File: src/verilog/alert_nvm_pkg.sv
// Constants, register map and types shared by the alert/filter/NVM block.
// Assumes a 200 MHz core clock; nothing else about the surroundings.
package alert_nvm_pkg;

  localparam int REG_W = 16;
  localparam int IDX_W = 5;
  localparam int NUM_LOC = 32;

  // Register pointers
  localparam logic [7:0] ADDR_VSENSE = 8'h00;
  localparam logic [7:0] ADDR_TDIE = 8'h01;
  localparam logic [7:0] ADDR_CONFIG = 8'h02;
  localparam logic [7:0] ADDR_TOBJ = 8'h03;
  localparam logic [7:0] ADDR_STATUS = 8'h04;
  localparam logic [7:0] ADDR_MASK = 8'h05;
  localparam logic [7:0] ADDR_OBJ_HI = 8'h06;
  localparam logic [7:0] ADDR_OBJ_LO = 8'h07;
  localparam logic [7:0] ADDR_DIE_HI = 8'h08;
  localparam logic [7:0] ADDR_DIE_LO = 8'h09;
  localparam logic [7:0] ADDR_DIE_W = 8'h11;
  localparam logic [7:0] ADDR_VOLT_W = 8'h12;
  localparam logic [7:0] ADDR_MFR = 8'h1e;
  localparam logic [7:0] ADDR_DEV = 8'h1f;
  localparam logic [7:0] ADDR_NVM_ACC = 8'h2a;

  // Locations 02h, 05h and 06h..12h are software writable
  localparam logic [NUM_LOC-1:0] WRITABLE_MASK = 32'h0007_ffe4;

  // Configuration fields
  localparam int CFG_RST_BIT = 15;
  localparam int CFG_ALERT_EN_BIT = 8;
  localparam int CFG_ALERT_FLAG_BIT = 7;
  localparam int CFG_CORRECT_BIT = 6;
  localparam int CFG_MODE_BIT = 5;

  // Status and mask fields; limit flags sit in bits 13:10
  localparam int ST_ALERT_BIT = 15;
  localparam int ST_LIMIT_LSB = 10;
  localparam int ST_NOT_VALID_BIT = 9;
  localparam int ST_MEMC_BIT = 8;
  localparam int ST_OVF_BIT = 7;
  localparam int LIM_LSB = 6;

  // Memory access register fields
  localparam logic [7:0] NVM_KEY = 8'h6a;
  localparam int NVM_KEY_LSB = 8;
  localparam int NVM_IDX_LSB = 3;
  localparam int NVM_GEN_BIT = 2;
  localparam int NVM_STORE_BIT = 1;
  localparam int NVM_SINGLE_BIT = 0;
  localparam logic [2:0] NVM_FIXED = 3'h7;
  localparam logic [3:0] NVM_MAX_WRITES = 4'h8;

  localparam logic [7:0] GC_RESET_CODE = 8'h06;

  // Load timing
  localparam int CLK_HZ = 200_000_000;
  localparam int LOAD_TIME_MS = 3;
  localparam int LOAD_CYCLES = LOAD_TIME_MS * (CLK_HZ / 1000);
  localparam int TIMER_W = 20;

  // Filtering: final = (1 * new + 4 * old) / 5
  localparam int FILT_OLD_SHIFT = 2;
  localparam logic signed [16:0] FILT_DIV = 17'sh5;
  localparam int WEIGHT_FRAC = 8;

  typedef enum logic [1:0] {LD_IDLE, LD_WALK, LD_HOLD} load_state_t;

  function automatic logic [REG_W-1:0] por_value(input logic [IDX_W-1:0] i);
    logic [REG_W-1:0] v;
    v = 16'h0000;
    unique case (i)
      5'h02: v = 16'h1440;
      5'h06: v = 16'h7fc0;
      5'h07: v = 16'h8000;
      5'h08: v = 16'h7fc0;
      5'h09: v = 16'h8000;
      5'h0a: v = 16'h260e;
      5'h0b: v = 16'h0106;
      5'h0c: v = 16'hff9b;
      5'h0d: v = 16'hff3a;
      5'h0e: v = 16'hff71;
      5'h0f: v = 16'h0553;
      5'h11: v = 16'h0034;
      default: v = 16'h0000;
    endcase
    return v;
  endfunction

endpackage

File: src/verilog/nvm_if.sv
// Carrier between the controller and the nonvolatile store.
// Assumes both ends run on the same clock.
`timescale 1ns/100ps
interface nvm_if;
  import alert_nvm_pkg::*;
  logic wr_en;
  logic [IDX_W-1:0] wr_idx;
  logic [REG_W-1:0] wr_data;
  logic [IDX_W-1:0] rd_idx;
  logic [REG_W-1:0] rd_data;
  logic rd_stored;
  logic [IDX_W-1:0] cnt_idx;
  logic [2:0] cnt_code;
  modport ctrl (output wr_en, wr_idx, wr_data, rd_idx, cnt_idx,
    input rd_data, rd_stored, cnt_code);
  modport store (input wr_en, wr_idx, wr_data, rd_idx, cnt_idx,
    output rd_data, rd_stored, cnt_code);
endinterface

File: src/verilog/alert_filter_nvm_control.sv
// Transient correction, output filter, limit alerts and NVM load/store.
// Assumes a serial front end on clk that decodes register accesses and
// general calls; measurement strobes come from logic on the same clock.
`timescale 1ns/100ps
module alert_filter_nvm_control #(
  parameter int LOAD_CYCLES = alert_nvm_pkg::LOAD_CYCLES,
  // Identification values are arbitrary
  parameter logic [15:0] MFR_ID = 16'h5a5a,
  parameter logic [15:0] DEV_ID = 16'h0042
) (
  input wire logic clk,
  input wire logic rst,
  input wire logic [7:0] reg_ptr,
  input wire logic reg_wr,
  input wire logic reg_rd,
  input wire logic [alert_nvm_pkg::REG_W-1:0] reg_wdata,
  output logic [alert_nvm_pkg::REG_W-1:0] reg_rdata,
  output logic bus_ready,
  input wire logic gc_valid,
  input wire logic [7:0] gc_byte,
  input wire logic ara_won,
  input wire logic meas_valid,
  input wire logic [15:0] meas_voltage,
  input wire logic [13:0] meas_die,
  input wire logic result_valid,
  input wire logic [13:0] result_tobj,
  input wire logic result_not_valid,
  input wire logic result_ovf,
  output logic [15:0] corrected_sensor_voltage,
  output logic [13:0] tobj_final,
  output logic conv_abort,
  output logic alert_o,
  output logic alert_oe
);
  import alert_nvm_pkg::*;

  nvm_if nv ();
  nvm_store u_store (
    .clk(clk),
    .rst(rst),
    .nv(nv)
  );

  logic [REG_W-1:0] regs_r [NUM_LOC];
  logic [REG_W-1:0] cfg, mask;
  logic load_busy, bus_wr, bus_rd, stat_rd;
  logic ld_wr_r;
  logic [IDX_W-1:0] ld_widx_r;
  logic [REG_W-1:0] ld_val;

  assign cfg = regs_r[ADDR_CONFIG[IDX_W-1:0]];
  assign mask = regs_r[ADDR_MASK[IDX_W-1:0]];
  assign bus_wr = reg_wr && !load_busy;
  assign bus_rd = reg_rd && !load_busy;
  assign stat_rd = bus_rd && reg_ptr == ADDR_STATUS;
  assign ld_val = nv.rd_stored ? nv.rd_data : por_value(ld_widx_r);

  genvar g;
  generate
    for (g = 0; g < NUM_LOC; g++) begin : g_reg
      if (WRITABLE_MASK[g]) begin : g_rw
        logic hit, ld_hit;
        logic [REG_W-1:0] wval;
        assign hit = bus_wr && reg_ptr == 8'(g);
        assign ld_hit = ld_wr_r && ld_widx_r == IDX_W'(g);
        // Soft reset bit self-clears so it never reads back set
        assign wval = (g == ADDR_CONFIG) ?
          (reg_wdata & ~(16'h0001 << CFG_RST_BIT)) : reg_wdata;
        always_ff @(posedge clk or posedge rst) begin
          if (rst) begin
            regs_r[g] <= por_value(IDX_W'(g));
          end else if (ld_hit) begin
            regs_r[g] <= ld_val;
          end else if (hit) begin
            regs_r[g] <= wval;
          end
        end
      end else begin : g_ro
        assign regs_r[g] = 16'h0000;
      end
    end
  endgenerate

  // Memory access decode
  logic acc_wr, key_ok, cmd_store, cmd_gen, cmd_single, cmd_swrst, cmd_gc;
  logic [IDX_W-1:0] tgt_idx;
  logic [IDX_W-1:0] acc_idx_r;
  assign acc_wr = bus_wr && reg_ptr == ADDR_NVM_ACC;
  // key must be in the same write
  assign key_ok = acc_wr && reg_wdata[NVM_KEY_LSB +: 8] == NVM_KEY;
  assign tgt_idx = reg_wdata[NVM_IDX_LSB +: IDX_W];
  assign cmd_store = key_ok && reg_wdata[NVM_STORE_BIT] &&
    WRITABLE_MASK[tgt_idx];
  assign cmd_gen = key_ok && reg_wdata[NVM_GEN_BIT];
  assign cmd_single = key_ok && reg_wdata[NVM_SINGLE_BIT];
  assign cmd_swrst = bus_wr && reg_ptr == ADDR_CONFIG &&
    reg_wdata[CFG_RST_BIT];
  assign cmd_gc = gc_valid && gc_byte == GC_RESET_CODE && !load_busy;

  assign nv.wr_en = cmd_store;
  assign nv.wr_idx = tgt_idx;
  assign nv.wr_data = regs_r[tgt_idx];
  assign nv.cnt_idx = acc_idx_r;

  // Load sequencer
  load_state_t ld_state_r, ld_state_nxt;
  logic pwr_pend_r, ld_all_r, ld_all_nxt, ld_start, ld_start_all;
  logic [IDX_W-1:0] ld_idx_r, ld_idx_nxt;
  logic [TIMER_W-1:0] ld_timer_r, ld_timer_nxt;
  logic ld_rd;

  assign ld_start_all = pwr_pend_r || cmd_swrst || cmd_gc || cmd_gen;
  assign ld_start = ld_start_all || cmd_single;
  assign ld_rd = ld_state_r == LD_WALK;
  assign nv.rd_idx = ld_idx_r;

  always_comb begin
    ld_state_nxt = ld_state_r;
    ld_idx_nxt = ld_idx_r;
    ld_all_nxt = ld_all_r;
    ld_timer_nxt = ld_timer_r + TIMER_W'(1);
    unique case (ld_state_r)
      LD_IDLE: begin
        ld_timer_nxt = '0;
        if (ld_start) begin
          ld_state_nxt = LD_WALK;
          ld_all_nxt = ld_start_all;
          ld_idx_nxt = ld_start_all ? '0 : tgt_idx;
        end
      end
      // walk all locations in one load, or only the target location for a single load
      LD_WALK: begin
        if (!ld_all_r || ld_idx_r == IDX_W'(NUM_LOC - 1)) begin
          ld_state_nxt = LD_HOLD;
        end else begin
          ld_idx_nxt = ld_idx_r + IDX_W'(1);
        end
      end
      // stay busy for the full load time
      LD_HOLD: begin
        if (ld_timer_r >= TIMER_W'(LOAD_CYCLES - 1)) begin
          ld_state_nxt = LD_IDLE;
        end
      end
    endcase
  end

  always_ff @(posedge clk or posedge rst) begin
    if (rst) begin
      ld_state_r <= LD_IDLE;
      pwr_pend_r <= 1'b1;
      ld_all_r <= 1'b0;
      ld_idx_r <= '0;
      ld_timer_r <= '0;
      ld_wr_r <= 1'b0;
      ld_widx_r <= '0;
      acc_idx_r <= '0;
    end else begin
      ld_state_r <= ld_state_nxt;
      pwr_pend_r <= 1'b0;
      ld_all_r <= ld_all_nxt;
      ld_idx_r <= ld_idx_nxt;
      ld_timer_r <= ld_timer_nxt;
      ld_wr_r <= ld_rd;
      ld_widx_r <= ld_idx_r;
      if (key_ok) begin
        acc_idx_r <= tgt_idx;
      end
    end
  end

  assign load_busy = ld_state_r != LD_IDLE || pwr_pend_r;
  assign bus_ready = !load_busy;
  assign conv_abort = load_busy;

  // Transient correction
  logic corr_on, meas_ev, res_ev;
  logic signed [13:0] die_prev_r;
  logic signed [15:0] volt_prev_r;
  logic prev_ok_r;
  logic signed [14:0] die_slope;
  logic signed [16:0] volt_slope;
  logic signed [30:0] term_die;
  logic signed [32:0] term_volt;
  logic signed [34:0] corr_sum;
  assign corr_on = cfg[CFG_CORRECT_BIT];
  assign meas_ev = meas_valid && !load_busy;
  assign res_ev = result_valid && !load_busy;
  // First sample after reset has no slope
  assign die_slope = prev_ok_r ?
    15'(signed'(meas_die)) - 15'(die_prev_r) : 15'sh0;
  assign volt_slope = prev_ok_r ?
    17'(signed'(meas_voltage)) - 17'(volt_prev_r) : 17'sh0;
  assign term_die = signed'(regs_r[ADDR_DIE_W[IDX_W-1:0]]) * die_slope;
  assign term_volt = signed'(regs_r[ADDR_VOLT_W[IDX_W-1:0]]) * volt_slope;
  assign corr_sum = 35'(signed'(meas_voltage)) +
    35'(term_die >>> WEIGHT_FRAC) + 35'(term_volt >>> WEIGHT_FRAC);

  // Output filter: the divide is by a constant and folds into adders
  logic signed [16:0] filt_sum, filt_q;
  logic [13:0] tobj_new;
  assign filt_sum = 17'(signed'(result_tobj)) +
    (17'(signed'(tobj_final)) <<< FILT_OLD_SHIFT);
  assign filt_q = filt_sum / FILT_DIV;
  assign tobj_new = corr_on ? filt_q[13:0] : result_tobj;

  always_ff @(posedge clk or posedge rst) begin
    if (rst) begin
      die_prev_r <= 14'sh0;
      volt_prev_r <= 16'sh0;
      prev_ok_r <= 1'b0;
      corrected_sensor_voltage <= 16'h0000;
      tobj_final <= 14'h0000;
    end else begin
      if (meas_ev) begin
        die_prev_r <= meas_die;
        volt_prev_r <= meas_voltage;
        prev_ok_r <= 1'b1;
        corrected_sensor_voltage <= corr_on ? corr_sum[15:0] : meas_voltage;
      end
      if (res_ev) begin
        tobj_final <= tobj_new;
      end
    end
  end

  // Limit flags: bit 3 obj high, 2 obj low, 1 die high, 0 die low
  logic comp_mode;
  logic [3:0] lim_hit, lim_en, flags_r, flags_nxt, latch_set;
  logic signed [13:0] obj_hi, obj_lo, die_hi, die_lo, obj_t, die_t;
  logic alert_r, alert_nxt, not_valid_r, ovf_r;
  assign comp_mode = cfg[CFG_MODE_BIT];
  assign lim_en = mask[ST_LIMIT_LSB +: 4];
  assign obj_hi = {regs_r[ADDR_OBJ_HI[IDX_W-1:0]][15:LIM_LSB], 4'h0};
  assign obj_lo = {regs_r[ADDR_OBJ_LO[IDX_W-1:0]][15:LIM_LSB], 4'h0};
  assign die_hi = {regs_r[ADDR_DIE_HI[IDX_W-1:0]][15:LIM_LSB], 4'h0};
  assign die_lo = {regs_r[ADDR_DIE_LO[IDX_W-1:0]][15:LIM_LSB], 4'h0};
  assign obj_t = tobj_new;
  assign die_t = die_prev_r;
  assign lim_hit = {obj_t > obj_hi, obj_t < obj_lo,
    die_t > die_hi, die_t < die_lo};
  assign latch_set = res_ev ? (lim_hit & lim_en) : 4'h0;

  always_comb begin
    if (comp_mode) begin
      flags_nxt = flags_r;
      // comparator flags 3 and 1 move only at conversion end; flags 2 and 0 stay clear
      if (res_ev) begin
        flags_nxt[3] = lim_en[3] &&
          (lim_hit[3] || (flags_r[3] && !lim_hit[2]));
        flags_nxt[1] = lim_en[1] &&
          (lim_hit[1] || (flags_r[1] && !lim_hit[0]));
      end
      flags_nxt[2] = 1'b0;
      flags_nxt[0] = 1'b0;
      alert_nxt = flags_nxt[3] || flags_nxt[1];
    end else begin
      // status read clears, a new set still wins
      flags_nxt = (flags_r & ~{4{stat_rd}}) | latch_set;
      alert_nxt = (alert_r && !stat_rd && !ara_won) || (latch_set != 4'h0);
    end
  end

  always_ff @(posedge clk or posedge rst) begin
    if (rst) begin
      flags_r <= 4'h0;
      alert_r <= 1'b0;
      not_valid_r <= 1'b0;
      ovf_r <= 1'b0;
    end else begin
      flags_r <= flags_nxt;
      alert_r <= alert_nxt;
      if (res_ev) begin
        not_valid_r <= result_not_valid;
        ovf_r <= result_ovf;
      end
    end
  end

  // Open-drain alert, active low
  assign alert_o = 1'b0;
  assign alert_oe = alert_r && cfg[CFG_ALERT_EN_BIT];

  // Read mux
  logic [REG_W-1:0] status_v, cfg_v, acc_v, rd_mux, rdata_r;
  assign status_v = {alert_r, 1'b0, flags_r, not_valid_r, 1'b0, ovf_r, 7'h00};
  assign cfg_v = cfg | (REG_W'(alert_r) << CFG_ALERT_FLAG_BIT);
  // write code of the last addressed location
  assign acc_v = {nv.cnt_code, 1'b0, NVM_FIXED, 1'b0, acc_idx_r, 3'h0};
  always_comb begin
    unique case (reg_ptr)
      ADDR_VSENSE: rd_mux = corrected_sensor_voltage;
      ADDR_TDIE: rd_mux = {die_prev_r, 2'h0};
      ADDR_CONFIG: rd_mux = cfg_v;
      ADDR_TOBJ: rd_mux = {tobj_final, 1'b0, not_valid_r};
      ADDR_STATUS: rd_mux = status_v;
      ADDR_MFR: rd_mux = MFR_ID;
      ADDR_DEV: rd_mux = DEV_ID;
      ADDR_NVM_ACC: rd_mux = acc_v;
      default: rd_mux = (reg_ptr < 8'(NUM_LOC)) ?
        regs_r[reg_ptr[IDX_W-1:0]] : 16'h0000;
    endcase
  end

  always_ff @(posedge clk or posedge rst) begin
    if (rst) begin
      rdata_r <= 16'h0000;
    end else if (bus_rd) begin
      rdata_r <= rd_mux;
    end
  end
  assign reg_rdata = rdata_r;

endmodule

File: src/verilog/nvm_store.sv
// Nonvolatile location array with per-location write counters.
// Assumes a single clock; reads come out of registers one cycle later.
`timescale 1ns/100ps
module nvm_store (
  input wire logic clk,
  input wire logic rst,
  nvm_if.store nv
);
  import alert_nvm_pkg::*;

  logic [REG_W-1:0] data_r [NUM_LOC];
  logic [3:0] writes_r [NUM_LOC];
  logic [REG_W-1:0] rd_data_r;
  logic rd_stored_r;
  logic [2:0] cnt_code_r;
  logic [3:0] sel_writes;
  logic [3:0] rd_writes;

  assign sel_writes = writes_r[nv.cnt_idx];
  assign rd_writes = writes_r[nv.rd_idx];

  genvar g;
  generate
    for (g = 0; g < NUM_LOC; g++) begin : g_loc
      always_ff @(posedge clk or posedge rst) begin
        if (rst) begin
          writes_r[g] <= 4'h0;
        end else if (nv.wr_en && nv.wr_idx == IDX_W'(g) &&
                     writes_r[g] < NVM_MAX_WRITES) begin
          writes_r[g] <= writes_r[g] + 4'h1;
        end
      end
      always_ff @(posedge clk) begin
        if (nv.wr_en && nv.wr_idx == IDX_W'(g) &&
            writes_r[g] < NVM_MAX_WRITES) begin
          data_r[g] <= nv.wr_data;
        end
      end
    end
  endgenerate

  always_ff @(posedge clk or posedge rst) begin
    if (rst) begin
      rd_data_r <= 16'h0000;
      rd_stored_r <= 1'b0;
      cnt_code_r <= 3'h0;
    end else begin
      rd_data_r <= data_r[nv.rd_idx];
      rd_stored_r <= rd_writes != 4'h0;
      // code 000 for zero or one
      cnt_code_r <= (sel_writes <= 4'h1) ? 3'h0 : 3'(sel_writes - 4'h1);
    end
  end

  assign nv.rd_data = rd_data_r;
  assign nv.rd_stored = rd_stored_r;
  assign nv.cnt_code = cnt_code_r;

endmodule
File: config.mk
export PLATFORM = sky130hd
export DESIGN_NAME = alert_filter_nvm_control
export DESIGN_NICKNAME = d
export VERILOG_FILES = /design/src/verilog/alert_nvm_pkg.sv /design/src/verilog/nvm_if.sv /design/src/verilog/alert_filter_nvm_control.sv /design/src/verilog/nvm_store.sv
export SDC_FILE = /design/constraint.sdc
export NUM_CORES = 2
export LEC_CHECK = 0
export BUFFER_PORTS_ARGS = -buffer_cell sky130_fd_sc_hd__buf_2
export CORE_MARGIN = 5
export CORE_UTILIZATION = 43
export DETAILED_ROUTE_END_ITERATION = 8
export GPL_ROUTABILITY_DRIVEN = 0
export GPL_TIMING_DRIVEN = 0
export PLACE_DENSITY_LB_ADDON = 0.1
export SYNTH_ARGS = -nofsm -noshare
export SYNTH_HDL_FRONTEND = slang
export SYNTH_HIERARCHICAL = 1
export SYNTH_SLANG_ARGS = --single-unit
export TNS_END_PERCENT = 20
File: constraint.sdc
create_clock -name clk -period 24.2 [get_ports clk]
set_input_delay 4.84 -clock clk [delete_from_list [all_inputs] [get_ports clk]]
set_output_delay 4.84 -clock clk [all_outputs]
set_load 0.05 [all_outputs]
==> impl_metrics.toml <==
[run_status]
outcome = "complete, no violations"

[critical_path]
setup.worst_path.end_class = "register"
critPathMaxStageDelay_ps = 580
worst_r2r_startpoint = "volt_prev_r[0]$_DFFE_PP0P_"
reg2regPathDepth = 57
critical_path.max_fanout = 10
timing.critical_path.arrival_ps = 18160
reg2reg_slack_ps = 10670
worst_r2r_endpoint = "corrected_sensor_voltage[15]$_DFFE_PP0P_"
worst_setup_path_start_kind = "input port"
critical_path_s_most_frequent_cell = "xnor2_1"
timing.critical_path.slowest_stage_cell = "clkbuf_1"
cp_data_required_time_ps = 24810
critical_path_class = "input port to register"

[route]
detailedRoute.firstPassIterationCount = 6
detail_route.iter0.violations = 5821
routed_via_density = 5.91
drc = 0
antenna_violating_nets_post_route = 0
routed_wl_um = 245000
wl_per_cell_um = 27.4
routed-via-count = 52800

[sta]
final_slew_violations = 0
maxClockFrequency_mhz = 57.0
finalCriticalPeriod_ps = 17550
setup_viol = 0
fin_crit_sh_pct = 72.5
grt_setup_unrepaired = "false"
fin_setup_tns_ps = 0
tightestPinTransition_ps = 1410
worst_clock_skew_ps = 59.8
final_hold_viol_count = 0
worst_slew_margin_rel_pct = 5.46

[global_route]
global_route.usage.total_pct = 28.1
vias_in_the_first_global_route = 53400
globalRouteOverflowTotal = 0
antenna_violations_before_repair = 12
grt_max_degree = 97
first_pass_grt_wire_length_um = 362000

[logic_synthesis]
synth_enable_flop_cells = 512
ys_top_cells_by_area = "edfxtp_1 22%, dfrtp_1 15%, fa_1 11%, mux4_2 8.4%, ha_1 5.1%"
asyncSetResetFlopFracSynth_pct = 50.0
number_of_distinct_library_cells_after_synthesis = 116
syn-mean-instance-area_um2 = 11.1
synth.yosys.seq_area_share_pct = 40.2
synthesis.instances = 6333
netlist.area_leader.share_pct = 21.9
ys_seq_elements = 1024
cell_type_with_the_highest_aggregate_area_in_the_netlist = "edfxtp_1"
synth_area_um2 = 70300
dominantRegCellSynth = "edfxtp_1"
synthesis.yosys.warnings = 6

[clocking]
cts_tree = "built"
clock_path_buffers = 3
post_cts.repair.setup_buffers = 0
cts-resized-gates = 0
worst_setup_hold_path_clk_slew_ps = 60
clock_sinks = 1024
cts_inserted_buffers = 110
ctsHtreeMaxLevel = 3
insertion_delay_ps = 780
cts_root_buf = "clkbuf_16"
cts_hold_buf = 0

[hold_path]
hold_depth = 0
timing.hold.worst.start = "ld_idx_r[4]$_DFFE_PP0P_"
min-delay-path-class = "register to register"
holdPathEnd = "ld_widx_r[4]$_DFF_PP0_"

[place]
hpwlAfterDp_um = 187000
buffer_ports.inserted = 131

[cells_and_area]
nets = 7421
mostFrequentLayoutCells = "663 x nand2_1, 564 x inv_1, 512 x edfxtp_1"
mostFrequentLayoutCell = "nand2_1"
final_layout_size_suffix_gt1_share_pct = 15.0
area.growth.synth_to_final_pct = 12.2

[die]
std_cell_core_area_um2 = 163000
dieHeight_um = 414
design.portCount = 136
design.die.area_um2 = 172000
floorplan.initialDensity_pct = 43.2
die_width_um = 414
number_of_rows_in_the_core_area = 148

[job]
cap_viol_max_count = 0
how the worst max path moves through the flow:
| stage | from | to | slack [ps] | cells after the start |
|---|---|---|---|---|
| floorplan | meas_die[0] | corrected_sensor_voltage[15]$_DFFE_PP0P_ | 8220 | 58 |
| global placement | rst | volt_prev_r[10]$_DFFE_PP0P_ | 3850 | 2 |
| finish | meas_voltage[0] | corrected_sensor_voltage[15]$_DFFE_PP0P_ | 6650 | 59 |
| detailed placement | meas_voltage[0] | corrected_sensor_voltage[15]$_DFFE_PP0P_ | 5900 | 59 |
| global route | meas_voltage[0] | corrected_sensor_voltage[15]$_DFFE_PP0P_ | 5860 | 59 |
| CTS | meas_voltage[0] | corrected_sensor_voltage[15]$_DFFE_PP0P_ | 6660 | 59 |
critical path: cells and delay by family:
| family | cells | cell delay (ps) |
|---|---|---|
| buf+inv | 7 | 1060 |
| xor+xnor | 16 | 3310 |
| simple gates | 5 | 670 |
| compound gates | 21 | 4040 |
| fa+ha+maj | 10 | 4270 |
cells by family after synthesis:
kind of cell | after synthesis | synth area share, %
simple gates | 1750 | 11.6
flops | 1024 | 40.2
compound gates | 1021 | 9.48
buf+inv | 968 | 5.39
fa+ha+maj | 674 | 16.1
mux | 673 | 14.4
xor+xnor | 222 | 2.78
other cells | 1 | 0.00533
layer usage:
layer	wire length, µm	up-vias	GRT usage, %	share of wire, %
met5	41	-	0	0.017
met3	18600	567	5.08	7.6
met4	12000	6	11.6	4.9
met2	114000	2271	45.5	47
met1	100000	26900	37.6	41
li1	-	23100	-	-
flip-flops by register name, summed over array words and instances, names as in the netlist, 3 cells and up:
name                      count
u_store/data_r              512
regs_r                      168
u_store/writes_r            128
ld_timer_r                   20
cfg                          16
corrected_sensor_voltage     16
mask                         16
reg_rdata                    16
u_store/nv.rd_data           16
volt_prev_r                  16
die_prev_r                   14
tobj_final                   14
die_hi                       10
die_lo                       10
obj_hi                       10
obj_lo                       10
acc_idx_r                     5
ld_idx_r                      5
ld_widx_r                     5
flags_r                       4
u_store/nv.cnt_code           3
final cells by class:
| class | count | area (µm²) |
|---|---|---|
| sequential | 1024 | 28300 |
| tap | 2175 | 2720 |
| antenna | 7 | 17.5 |
| clock buffer | 149 | 3020 |
| buffer | 402 | 1670 |
| inverter | 566 | 2140 |
| clock inverter | 55 | 666 |
| fill | 14900 | 83900 |
| timing repair buffer | 218 | 1780 |
| multi-input combinational | 4342 | 38600 |
cells in the mapped netlist, types with 28 or more instances:
| cell type | number |
|---|---|
| nand4_1 | 33 |
| xor2_1 | 85 |
| buf_1 | 41 |
| a211oi_1 | 39 |
| a21o_1 | 37 |
| o21ai_0 | 146 |
| xnor2_1 | 136 |
| and2_1 | 58 |
| mux2i_1 | 309 |
| a41o_1 | 33 |
| and3_1 | 157 |
| nor3_1 | 95 |
| clkbuf_1 | 316 |
| edfxtp_1 | 512 |
| inv_1 | 566 |
| o21a_1 | 32 |
| nand2b_1 | 35 |
| nand3_1 | 63 |
| nand2_1 | 663 |
| nor2b_1 | 43 |
| dfstp_2 | 79 |
| ha_1 | 287 |
| fa_1 | 384 |
| a31oi_1 | 96 |
| mux2_2 | 102 |
| o22ai_1 | 34 |
| nor2_1 | 440 |
| mux4_2 | 261 |
| dfrtp_1 | 433 |
| o21bai_1 | 28 |
| or2_2 | 47 |
| a21oi_1 | 338 |
stage by stage:
stage | cells | utilization (%) | hold WS [ps] | setup slack (ps) | area, µm²
3_3_place_gp | 8640 | 45.3 | 443 | 3850 | 73700
2_1_floorplan | 6334 | - | 398 | 8220 | 70300
5_1_grt | 8932 | 48.5 | 495 | 5860 | 78900
4_1_cts | 8931 | 48.4 | 475 | 6660 | 78900
3_5_place_dp | 8727 | 46.2 | 446 | 5900 | 75200
6_report | 8938 | 48.5 | 477 | 6650 | 78900
Power is left out: the tool's default activity adds up to more than one toggle a clock period on the data nets, which glitch-free logic cannot reach.
